## config.mk

```make
export PLATFORM = sky130hd
export DESIGN_NAME = rsf_framer
export DESIGN_NICKNAME = d
export VERILOG_FILES = /design/src/rsf_pkg.sv /design/src/rsf_tick.sv /design/src/rsf_framer.sv
export SDC_FILE = /design/constraint.sdc
export NUM_CORES = 1
export LEC_CHECK = 0
export BUFFER_PORTS_ARGS = -buffer_cell sky130_fd_sc_hd__buf_2
export CAP_MARGIN = 20
export CORE_ASPECT_RATIO = 1.1
export CORE_UTILIZATION = 45
export CTS_BUF_LIST = sky130_fd_sc_hd__clkbuf_8
export DETAILED_ROUTE_END_ITERATION = 8
export GPL_TIMING_DRIVEN = 0
export PLACE_DENSITY = 0.62
export SLEW_MARGIN = 20
export SYNTH_ARGS = -nofsm -noshare
export SYNTH_HDL_FRONTEND = slang
export SYNTH_SLANG_ARGS = --single-unit
```

## constraint.sdc

```tcl
create_clock -name CLK_I -period 44.7 [get_ports CLK_I]
set_clock_uncertainty 0.1 [all_clocks]
set_input_delay 2.235 -clock CLK_I [delete_from_list [all_inputs] [get_ports CLK_I]]
set_output_delay 2.235 -clock CLK_I [all_outputs]
set_load 0.02 [all_outputs]
```

## src/rsf_pkg.sv

```systemverilog
package rsf_pkg;

    // ==========================================================
    // timing
    localparam int CLK_PERIOD_NS = 5;
    localparam int CLK_HZ = 1_000_000_000 / CLK_PERIOD_NS;
    localparam int CHAR_BITS = 11;
    // silent intervals counted in half bit times
    localparam int T15_HALF = 3 * CHAR_BITS;
    localparam int T35_HALF = 7 * CHAR_BITS;
    localparam int DIV_W = 17;
    localparam int BAUD_RATE [8] = '{2400, 4800, 9600, 19200, 38400, 57600, 76800, 115200};

    // ==========================================================
    // configuration codes and reset values
    localparam logic [1:0] FMT_EVEN = 2'h0;
    localparam logic [1:0] FMT_ODD = 2'h1;
    localparam logic [1:0] FMT_NONE = 2'h2;
    localparam logic [1:0] FMT_RESET = FMT_EVEN;
    localparam logic [7:0] ADDR_BCAST = 8'h00;
    localparam logic [7:0] ADDR_MAX = 8'hF7;
    localparam logic [7:0] ADDR_RESET = 8'h01;
    localparam logic [2:0] BAUD_RESET = 3'h2;

    // ==========================================================
    // frame fields
    localparam logic [7:0] FUNC_NONE = 8'h00;
    localparam logic [7:0] EXC_FLAG = 8'h80;
    localparam logic [15:0] CRC_INIT = 16'hFFFF;
    localparam logic [15:0] CRC_POLY = 16'hA001;
    localparam logic [15:0] CRC_GOOD = 16'h0000;
    localparam logic [3:0] MIN_FRAME = 4'h4;

    // half bit period in clocks, rounded down
    function automatic int half_div(input int clk_hz, input logic [2:0] sel);
        return clk_hz / (2 * BAUD_RATE[sel]);
    endfunction

    // reflected crc over one byte
    function automatic logic [15:0] crc_step(input logic [15:0] crc, input logic [7:0] b);
        logic [15:0] c;
        c = crc ^ {8'h00, b};
        for (int i = 0; i < 8; i++) begin
            c = c[0] ? ((c >> 1) ^ CRC_POLY) : (c >> 1);
        end
        return c;
    endfunction

endpackage

```

## src/rsf_tick.sv

```systemverilog
`timescale 1ns/100ps
module rsf_tick #(
    parameter int W = 17
) (
    input wire logic clk_i, // system clock
    input wire logic rst_i, // async reset
    input wire logic ce_i, // clock enable
    input wire logic restart_i, // realign phase
    input wire logic [W-1:0] div_i, // clocks per tick
    output logic tick_o // one cycle tick
);
    logic [W-1:0] cnt;

    if (W < 2) begin : g_chk
        $error("rsf_tick width too small");
    end

    always_ff @(posedge clk_i or posedge rst_i) begin
        if (rst_i) begin
            cnt <= '0;
        end else if (ce_i) begin
            if (restart_i || cnt == '0) begin
                cnt <= div_i - W'(1);
            end else begin
                cnt <= cnt - W'(1);
            end
        end
    end

    assign tick_o = ce_i && !restart_i && cnt == '0;
endmodule // rsf_tick

```

## src/rsf_framer.sv

```systemverilog
`timescale 1ns/100ps
// Functional notes
// - character: start bit, eight data bits LSB first, parity option, stop bits
// - parity mode adds parity plus one stop; no parity uses two stops
// - format resets to even parity with one stop bit
// - rate selectable 2400 to 115200 baud; all gap timing follows it
// - own address accepted only within 1 to 247; zero never
// - frames to address zero or own address are accepted
// - broadcast frames never get a reply
// - a frame starts after 3.5 character times of idle, or after a gap above 1.5 characters within a frame
// - 3.5 idle character times end a frame
// - gap above 1.5 characters flushes partial frame, flags error, restarts
// - bytes within 1.5 characters append to previous frame
// - frame order: address, function, data, sixteen bit check
// - receiver watches line always and decodes first byte
// - replies carry own configured address
// - function byte eight bits; zero is not a valid code
// - normal reply echoes function byte unchanged
// - exception reply sets function bit 7 and carries cause code
// - bad addressed request gets exception reply or silence
// - transmit only in reply to individually addressed query
// - check field sent low byte first, high byte last
// - receiver recomputes check; mismatch discards frame silently
module rsf_framer #(
    parameter int CLK_HZ = rsf_pkg::CLK_HZ
) (
    input wire logic CLK_I, // system clock
    input wire logic RESET_I, // async reset, high
    input wire logic CE_I, // clock enable
    input wire logic RXD_I, // serial line in
    output logic TXD_O, // serial line out
    output logic TX_EN_O, // line driver enable
    input wire logic CFG_WE_I, // load configuration
    input wire logic [7:0] CFG_ADDR_I, // own address
    input wire logic [2:0] CFG_BAUD_I, // rate select
    input wire logic [1:0] CFG_FMT_I, // character format
    output logic [7:0] ADDR_O, // active address
    output logic [2:0] BAUD_O, // active rate select
    output logic [1:0] FMT_O, // active format
    output logic [7:0] RX_DATA_O, // received byte
    output logic RX_VALID_O, // byte strobe
    output logic FRAME_OK_O, // good frame end
    output logic FRAME_BCAST_O, // good frame was broadcast
    output logic FRAME_ERR_O, // discarded frame
    output logic [7:0] FUNC_O, // received function
    output logic REPLY_PENDING_O, // reply may be sent
    input wire logic REPLY_START_I, // start reply
    input wire logic REPLY_EXC_I, // reply is exception
    input wire logic REPLY_DROP_I, // stay silent
    input wire logic [7:0] TX_DATA_I, // reply data byte
    input wire logic TX_VALID_I, // data byte valid
    input wire logic TX_LAST_I, // last data byte
    output logic TX_READY_O // data byte taken
);
    localparam int DW = rsf_pkg::DIV_W;

    if (CLK_HZ / 4800 >= 2 ** DW || CLK_HZ / 230400 < 2) begin : g_chk
        $error("CLK_HZ outside divider range");
    end

    typedef enum logic [0:0] {R_IDLE, R_BITS} rsf_rx_t;
    typedef enum logic [2:0] {T_IDLE, T_ADDR, T_FUNC, T_DATA, T_CRCL, T_CRCH, T_DRAIN} rsf_tx_t;

    logic [DW-1:0] div;
    logic rx_meta, rx_s2, rx_s3, rxd, rxd_q;
    rsf_rx_t rx_state;
    logic [4:0] hcnt;
    logic [7:0] rx_sh;
    logic rx_bad_char, char_done, char_err;
    logic [6:0] gap;
    logic rx_tick, rx_fall;
    logic in_frame, match, bcast, bad;
    logic [3:0] count;
    logic [15:0] rx_crc;
    logic new_frame, flush, frame_end, frame_good;
    rsf_tx_t tx_state;
    logic [7:0] exc_func;
    logic [15:0] tx_crc;
    logic ser_busy, ser_load, tx_tick, half;
    logic [10:0] sh;
    logic [3:0] bits_left;
    logic [7:0] tx_byte;

    // ==========================================================
    // configuration
    always_ff @(posedge CLK_I or posedge RESET_I) begin
        if (RESET_I) begin
            ADDR_O <= rsf_pkg::ADDR_RESET;
            BAUD_O <= rsf_pkg::BAUD_RESET;
            FMT_O <= rsf_pkg::FMT_RESET;
        end else if (CE_I && CFG_WE_I) begin
            if (CFG_ADDR_I != rsf_pkg::ADDR_BCAST && CFG_ADDR_I <= rsf_pkg::ADDR_MAX) begin
                ADDR_O <= CFG_ADDR_I;
            end
            if (CFG_FMT_I <= rsf_pkg::FMT_NONE) begin
                FMT_O <= CFG_FMT_I;
            end
            BAUD_O <= CFG_BAUD_I;
        end
    end

    always_ff @(posedge CLK_I or posedge RESET_I) begin
        if (RESET_I) begin
            div <= DW'(rsf_pkg::half_div(CLK_HZ, rsf_pkg::BAUD_RESET));
        end else if (CE_I) begin
            div <= DW'(rsf_pkg::half_div(CLK_HZ, BAUD_O));
        end
    end

    // ==========================================================
    // line input synchroniser
    always_ff @(posedge CLK_I or posedge RESET_I) begin
        if (RESET_I) begin
            rx_meta <= 1'b1;
            rx_s2 <= 1'b1;
            rx_s3 <= 1'b1;
            rxd <= 1'b1;
            rxd_q <= 1'b1;
        end else if (CE_I) begin
            rx_meta <= RXD_I;
            rx_s2 <= rx_meta;
            rx_s3 <= rx_s2;
            rxd <= (rx_s2 == rx_s3) ? rx_s3 : rxd;
            rxd_q <= rxd;
        end
    end

    assign rx_fall = rx_state == R_IDLE && rxd_q && !rxd;

    rsf_tick #(.W(DW)) u_rx_tick (
        .clk_i(CLK_I),
        .rst_i(RESET_I),
        .ce_i(CE_I),
        .restart_i(rx_fall),
        .div_i(div),
        .tick_o(rx_tick)
    );

    // ==========================================================
    // character receiver, sampled at mid bit
    assign char_done = rx_state == R_BITS && rx_tick && hcnt == 5'(2 * rsf_pkg::CHAR_BITS - 2);
    assign char_err = rx_bad_char || !rxd;

    always_ff @(posedge CLK_I or posedge RESET_I) begin
        if (RESET_I) begin
            rx_state <= R_IDLE;
            hcnt <= '0;
            rx_sh <= '0;
            rx_bad_char <= 1'b0;
        end else if (CE_I) begin
            unique case (rx_state)
                R_IDLE: begin
                    if (rx_fall) begin
                        rx_state <= R_BITS;
                        hcnt <= '0;
                        rx_bad_char <= 1'b0;
                    end
                end
                R_BITS: begin
                    if (rx_tick) begin
                        hcnt <= hcnt + 5'h01;
                        if (hcnt == 5'h00 && rxd) begin
                            rx_state <= R_IDLE; // false start
                        end else if (hcnt >= 5'h02 && hcnt <= 5'h10 && !hcnt[0]) begin
                            rx_sh <= {rxd, rx_sh[7:1]};
                        end else if (hcnt == 5'h12) begin
                            if (rsf_pkg::FMT_NONE == FMT_O) begin
                                rx_bad_char <= !rxd;
                            end else begin
                                rx_bad_char <= rxd != (^rx_sh ^ (FMT_O == rsf_pkg::FMT_ODD));
                            end
                        end
                        if (char_done) begin
                            rx_state <= R_IDLE;
                        end
                    end
                end
            endcase
        end
    end

    // ==========================================================
    // silent interval timing and frame assembly
    assign new_frame = char_done && (gap >= 7'(rsf_pkg::T35_HALF)
                       || (in_frame && gap > 7'(rsf_pkg::T15_HALF)));
    assign flush = char_done && in_frame && gap > 7'(rsf_pkg::T15_HALF)
                   && gap < 7'(rsf_pkg::T35_HALF);
    assign frame_end = in_frame && rx_state == R_IDLE && rx_tick
                       && gap == 7'(rsf_pkg::T35_HALF - 1);
    assign frame_good = !bad && rx_crc == rsf_pkg::CRC_GOOD && count >= rsf_pkg::MIN_FRAME
                        && FUNC_O != rsf_pkg::FUNC_NONE;

    always_ff @(posedge CLK_I or posedge RESET_I) begin
        if (RESET_I) begin
            gap <= 7'(rsf_pkg::T35_HALF);
        end else if (CE_I) begin
            if (char_done) begin
                gap <= '0;
            end else if (rx_state == R_IDLE && rx_tick && gap < 7'(rsf_pkg::T35_HALF)) begin
                gap <= gap + 7'h01;
            end
        end
    end

    always_ff @(posedge CLK_I or posedge RESET_I) begin
        if (RESET_I) begin
            in_frame <= 1'b0;
            match <= 1'b0;
            bcast <= 1'b0;
            bad <= 1'b0;
            count <= '0;
            rx_crc <= rsf_pkg::CRC_INIT;
            FUNC_O <= rsf_pkg::FUNC_NONE;
        end else if (CE_I) begin
            if (new_frame) begin
                in_frame <= 1'b1;
                match <= rx_sh == ADDR_O || rx_sh == rsf_pkg::ADDR_BCAST;
                bcast <= rx_sh == rsf_pkg::ADDR_BCAST;
                bad <= char_err;
                count <= 4'h1;
                rx_crc <= rsf_pkg::crc_step(rsf_pkg::CRC_INIT, rx_sh);
            end else if (char_done && in_frame) begin
                bad <= bad || char_err;
                count <= (count == 4'hF) ? count : count + 4'h1;
                rx_crc <= rsf_pkg::crc_step(rx_crc, rx_sh);
                if (count == 4'h1) begin
                    FUNC_O <= rx_sh;
                end
            end else if (frame_end) begin
                in_frame <= 1'b0;
            end
        end
    end

    // ==========================================================
    // user side strobes
    always_ff @(posedge CLK_I or posedge RESET_I) begin
        if (RESET_I) begin
            RX_DATA_O <= '0;
            RX_VALID_O <= 1'b0;
            FRAME_OK_O <= 1'b0;
            FRAME_BCAST_O <= 1'b0;
            FRAME_ERR_O <= 1'b0;
        end else if (CE_I) begin
            RX_VALID_O <= char_done && in_frame && !new_frame && match;
            if (char_done) begin
                RX_DATA_O <= rx_sh;
            end
            FRAME_OK_O <= frame_end && match && frame_good;
            FRAME_BCAST_O <= frame_end && match && frame_good && bcast;
            FRAME_ERR_O <= (flush || frame_end) && match && !(frame_end && frame_good);
        end
    end

    always_ff @(posedge CLK_I or posedge RESET_I) begin
        if (RESET_I) begin
            REPLY_PENDING_O <= 1'b0;
        end else if (CE_I) begin
            if (frame_end && match && frame_good && !bcast) begin
                REPLY_PENDING_O <= 1'b1;
            end else if (REPLY_START_I || REPLY_DROP_I || new_frame || bcast) begin
                REPLY_PENDING_O <= 1'b0;
            end
        end
    end

    // ==========================================================
    // reply sequencer
    assign ser_load = !ser_busy && (tx_state == T_ADDR || tx_state == T_FUNC || tx_state == T_CRCL
                      || tx_state == T_CRCH || (tx_state == T_DATA && TX_VALID_I));
    assign TX_READY_O = !ser_busy && tx_state == T_DATA;
    assign TX_EN_O = tx_state != T_IDLE;

    always_comb begin
        unique case (tx_state)
            T_ADDR: tx_byte = ADDR_O;
            T_FUNC: tx_byte = exc_func;
            T_CRCL: tx_byte = tx_crc[7:0];
            T_CRCH: tx_byte = tx_crc[15:8];
            default: tx_byte = TX_DATA_I;
        endcase
    end

    always_ff @(posedge CLK_I or posedge RESET_I) begin
        if (RESET_I) begin
            tx_state <= T_IDLE;
            exc_func <= rsf_pkg::FUNC_NONE;
            tx_crc <= rsf_pkg::CRC_INIT;
        end else if (CE_I) begin
            unique case (tx_state)
                T_IDLE: begin
                    if (REPLY_PENDING_O && REPLY_START_I && !REPLY_DROP_I) begin
                        tx_state <= T_ADDR;
                        tx_crc <= rsf_pkg::CRC_INIT;
                        exc_func <= REPLY_EXC_I ? (FUNC_O | rsf_pkg::EXC_FLAG) : FUNC_O;
                    end
                end
                T_DRAIN: begin
                    if (!ser_busy) begin
                        tx_state <= T_IDLE;
                    end
                end
                default: begin
                    if (ser_load) begin
                        if (tx_state != T_CRCL && tx_state != T_CRCH) begin
                            tx_crc <= rsf_pkg::crc_step(tx_crc, tx_byte);
                        end
                        unique case (tx_state)
                            T_ADDR: tx_state <= T_FUNC;
                            T_FUNC: tx_state <= T_DATA;
                            T_DATA: tx_state <= TX_LAST_I ? T_CRCL : T_DATA;
                            T_CRCL: tx_state <= T_CRCH;
                            default: tx_state <= T_DRAIN;
                        endcase
                    end
                end
            endcase
        end
    end

    // ==========================================================
    // character transmitter
    rsf_tick #(.W(DW)) u_tx_tick (
        .clk_i(CLK_I),
        .rst_i(RESET_I),
        .ce_i(CE_I),
        .restart_i(ser_load),
        .div_i(div),
        .tick_o(tx_tick)
    );

    assign ser_busy = bits_left != 4'h0;
    assign TXD_O = sh[0];

    always_ff @(posedge CLK_I or posedge RESET_I) begin
        if (RESET_I) begin
            sh <= '1;
            bits_left <= '0;
            half <= 1'b0;
        end else if (CE_I) begin
            if (ser_load) begin
                sh <= {1'b1, (FMT_O == rsf_pkg::FMT_NONE) ? 1'b1
                       : (^tx_byte ^ (FMT_O == rsf_pkg::FMT_ODD)), tx_byte, 1'b0};
                bits_left <= 4'(rsf_pkg::CHAR_BITS);
                half <= 1'b0;
            end else if (ser_busy && tx_tick) begin
                half <= !half;
                if (half) begin
                    sh <= {1'b1, sh[10:1]};
                    bits_left <= bits_left - 4'h1;
                end
            end
        end
    end
endmodule // rsf_framer

```

# Word level (Yosys, flattened, before mapping)
# Memories as Yosys holds them, arrays and structs flattened.
# Cells that the tools add are included.
# totals
register_bits	179
rom_bits	256
memories	1
# classes
n_addsub	7
div	1
n_lt_le_gt_ge	9
eq_ne	28
n_mux	78
n_bitwise	34
n_reduce_logical	107
# mem_list
name	words	width	read_ports	rd_ports_with_merged_regs	write_ports	line	source
(name not given)	8	32	1	0	0	rsf_pkg.sv:36	return clk_hz / (2 * BAUD_RATE[sel]);
# op_table
cell	n
two-way mux 16 bit	29
NOT 2 -> 3 bit	24
two-way mux 31 bit	2
subtractor 17 x 1 -> 17 bit, second input constant	3
logical AND 1 bit	42
zero test 17 bit	2
two-way mux 17 bit	2
two-way mux 11 bit	3
divider 29 x 32 -> 32 bit, first input constant	1
case mux 16 bit (2 select lines)	1
case mux 8 bit (4 select lines)	1
bitwise XOR 16 x 8 -> 16 bit	2
two-way mux 4 bit	6
two-way mux 1 bit	20
AND reduction 2 bit	9
zero test 16 bit	1
NOT 8 -> 16 bit	1
nonzero test 2 bit	8
nonzero test 8 bit	2
XOR reduction 8 bit	2
AND reduction 3 bit	5
logical OR 1 bit	14
two-way mux 7 bit	2
two-way mux 3 bit	4
47 further kinds	78

# Longest topological paths before layout
# logic_depth
depth_word	22
ltp_mapped	252
mapped_depth_nobuf	228

# Cells and area by module
# A second synthesis with hierarchy kept.
# unflattened
cells_unflattened	3531
hier_area_um2	26746.9
# modules_own_cells
mod	n_inst	cells_per_inst	area_per_inst_um2	seq_area_each_um2
rsf_framer	1	3117	23512.6	3676.0
rsf_tick at u_tx_tick	1	222	1740.4	425.4
rsf_tick at u_rx_tick	1	192	1493.9	425.4

# Worst setup path after synthesis
# Ideal clock, no wire load.
# synth_timing
path_type	reg2reg
start	register BAUD_O[0]
end	register div[0]
setup_time_ns	0.140
arrival_ns	46.117
t_required_ns	44.460
setup_slack_ns	-1.657
stages_incl_launch_ff	236
period_less_slack_ns	46.357
path_cell_list	dfrtp_1 clkbuf_1 inv_1 ha_1 nor2b_1 clkbuf_1 inv_1 clkbuf_1 buf_1 buf_1 ha_1 a21o_1 and3_1 nand3_1 fa_1 nand3b_1 and2_1 nor3_1 [200 not listed] nor2_1 nand4_2 nor2_2 buf_4 buf_4 nand2_1 o21ai_1 ha_1 a21o_1 a21o_1 a21oi_1 o211ai_1 a21o_1 nand2_1 and4b_1 o211ai_1 a211oi_1 a31oi_1
# synth_between
elab_chain_cells	5
# synth_lines
item	line	source
start, declared	rsf_framer.sv:38	output logic [2:0] BAUD_O,
start signal, assigned	rsf_framer.sv:89	BAUD_O <= rsf_pkg::BAUD_RESET;
NOT 3 -> 4 bit (not written as such)	rsf_pkg.sv:36	
memory read (8 x 32 bit)	-	
two-way mux 31 bit (not written as such) (2 in a row)	rsf_pkg.sv:36	
divider 29 x 32 -> 32 bit	rsf_pkg.sv:36	
end signal, assigned	rsf_framer.sv:104	div <= DW'(rsf_pkg::half_div(CLK_HZ, rsf_pkg::BAUD_RESET));
end signal, assigned	rsf_framer.sv:106	div <= DW'(rsf_pkg::half_div(CLK_HZ, BAUD_O));
end, declared	rsf_framer.sv:64	logic [DW-1:0] div;
# No other way between the ends. The select of a mux whose other input is x is not followed.
# A chain may end at the register's enable or synchronous reset.

# Worst setup path in the final report
# layout_timing
start	register BAUD_O[1]
end	register div[0]
# Same word-level chain as after synthesis.

==> run metrics <==
Worst Hold Class flip-flop to flip-flop; Final Cycle Share 97.1%; CP Data Arrival Time 43.65 ns; Rows 91; Hold Startpoint sh[1]$_DFFE_PP1P_; syn_area_per_cell 7.57 um2; Setup crit start BAUD_O[1]$_DFFE_PP1P_; largest stage delay on the critical path between 0.6 and 0.7 ns; DP HPWL 69900 um; Reg clk slew, reported paths approximately 0.10 ns; GP Congestion 0.990; RR Endpoint div[0]$_DFFE_PP0P_; Syn. warnings 0; max-cap violation count 0; # IOs between 60 and 70; cell area after synthesis 25600 um2; GRT Total Usage 31.0%; Max transition margin between 20% and 30%; # hold bufs at CTS 0; Initial Utilization 45.6%; Cells after Synth 3383; Post-Route WL 94900 um; layout cells sized above 1 23.1%; largest net degree at the start of global routing 94; vias in the first global route 26000; CTS tree yes; FFs w/ async S/R, synth between 90% and 100%; CP Class flip-flop to flip-flop; router iterations before antenna repair 7; fill cell count 5323; Post-synth EDFFs 0; DRC violations left 0; status finished, final reports clean; syn_nets 3634; H-tree depth reported by CTS 4; #FFs+latches synth 178; antenna-violating nets left 0; antenna diode count 0; startpoint types flip-flop; Worst Hold End sh[0]$_DFFE_PP1P_; post-synthesis sequential area ratio 17.7%; Clock Tree Buf Depth 2; grt ovf 0; final hold vios 0; Worst EP required 44.95 ns; synth cell count leaders nand2_1, nor2_1, a21oi_1; Core Region about 56000 um2; Die X-Extent 229 um; Area contributors post-synth dfrtp_1, ha_1, dfstp_2, xnor2_1, nand2_1; library cells used by synthesis 120; Register-to-Register Path Depth 237; Root Buffer clkbuf_8; CTS Sinks ~180; Top FF cell, synth dfrtp_1; Critical Path Fanout Max 14; I/O Buffers 67; Period minus WS final about 43 ns; Slew Viols, Final 0; CTS Buf Count 17; sequential cell area 4530 um2; drt first-iter violations 2250; Worst-Margin Slew between 1 and 1.5 ns; Area Overhead vs Synth 22.1%; Worst path most repeated cell buf_4; die area 57900 um2; Worst path slowest cell dfstp_2; initial antenna violation count 2; Final setup viols 0; DR WL/cell 21.3 um; most common cell in the synthesized netlist nand2_1; # nets final 3948; Multi-input gate area approximately 22000 um2; reg2reg start BAUD_O[1]$_DFFE_PP1P_; Avg Vias per Cell roughly 6.3; hold path cells 2; Max Clk Rate 23.0 MHz; DR vias around 28000; worst-skew pair later-pin latency 0.50 ns; die span in y 252 um; non-filler instance count after layout about 4500; Yosys top cell by area dfrtp_1; Crit. End Element flip-flop; placed cells 4202; Synth top area share a little under an eighth; first-pass GRT wire length around 140000 um; FF-to-FF setup slack 1.30 ns
[how the worst max path moves through the flow]
stage | endpoint | slack [ns] | depth (start not counted)
floorplan | div[0]$_DFFE_PP0P_ | 0.01 | 237
global placement | div[0]$_DFFE_PP0P_ | -11.12 | 238
detailed placement | div[0]$_DFFE_PP0P_ | -11.01 | 238
CTS | div[0]$_DFFE_PP0P_ | -0.35 | 237
global route | div[0]$_DFFE_PP0P_ | -0.65 | 236
finish | div[0]$_DFFE_PP0P_ | 1.30 | 237
[cell type report]
cell class,count,share of cell area (%)
Timing Repair Buffer,301,7.22
Tap cell,744,2.98
Timing Repair inverter,1,0.0360
Sequential cell,178,14.5
Buffer,133,2.61
Multi-Input combinational cell,2965,70.0
Clock buffer,19,0.837
Inverter,100,1.38
Clock inverter,13,0.448
[cell families (layout without fill, tap and decap cells)]
family,after synthesis,count (layout),share of synthesized area [%]
xor+xnor,262,262,9.14
fa+ha+maj,220,220,10.8
flops,178,178,17.7
compound gates,1091,1091,29.0
simple gates,1266,1266,24.1
mux,125,125,5.52
other cells,1,1,0.0146
buf+inv,240,567,3.72
[routing by layer]
metal / track usage [%] / wire length [um]
met2: 52.9 / 44400
met3: 2.82 / 5510
met1: 39.1 / 39700
met4: 15.1 / 5220
met5: 0 / 0
[registers in the layout (all words and copies together), names as in the netlist, 2 cells and up]
| name | cells |
|---|---|
| div | 17 |
| u_rx_tick.cnt | 17 |
| u_tx_tick.cnt | 17 |
| rx_crc | 16 |
| tx_crc | 16 |
| sh | 10 |
| ADDR_O | 8 |
| FUNC_O | 8 |
| RX_DATA_O | 8 |
| exc_func | 8 |
| rx_sh | 8 |
| gap | 7 |
| hcnt | 5 |
| bits_left | 4 |
| count | 4 |
| BAUD_O | 3 |
| tx_state | 3 |
| FMT_O | 2 |
[layout by cell type, fill, tap and decap left out, types with 44 or more instances in the layout]
cell type	count
inv_1	87
dfstp_2	58
a21oi_1	205
xor2_1	82
dfrtp_1	118
nor2_1	312
nand2_1	353
o21ai_0	191
o21a_1	50
buf_2	79
ha_1	172
xnor2_1	173
o211ai_1	44
mux2_2	59
nand3_1	89
nor3_1	80
buf_4	223
clkbuf_1	80
a21o_1	78
[stage by stage]
| stage | area (um2) | hold slack, ns | TNS [ns] | setup slack (ns) | util [%] |
|---|---|---|---|---|---|
| floorplan | 25600 | 0.347 | 0 | 0.0134 | - |
| global placement | 26900 | 0.361 | -28.74 | -11.12 | 47.9 |
| detailed placement | 27100 | 0.360 | -28.33 | -11.01 | 48.3 |
| CTS | 29200 | 0.374 | -0.345 | -0.345 | 52.1 |
| global route | 31300 | 0.406 | -0.649 | -0.649 | 55.7 |
| finish | 31300 | 0.373 | 0 | 1.30 | 55.7 |
[timing repair]
action / 4_1_cts / 5_1_grt
setup endpoints to repair: 4 / 2
gates cloned: 0 / 5
gates resized for setup: 216 / 225
pin swaps: 55 / 118
setup buffers: 107 / 115
[worst max-delay path, delay by kind of cell, from the launching register on]
| family | cells | cell delay, ns |
|---|---|---|
| AND/OR/NAND/NOR | 67 | 9.98 |
| XOR/XNOR | 3 | 0.38 |
| multiplexers | 5 | 1.73 |
| flip-flops | 1 | 0.63 |
| buffers and inverters | 54 | 7.56 |
| adder cells (fa/ha/maj) | 23 | 6.63 |
| AO/OA/AOI/OAI | 85 | 16.11 |
Power is left out: the tool's default activity adds up to more than one toggle a clock period on the data nets, which glitch-free logic cannot reach.
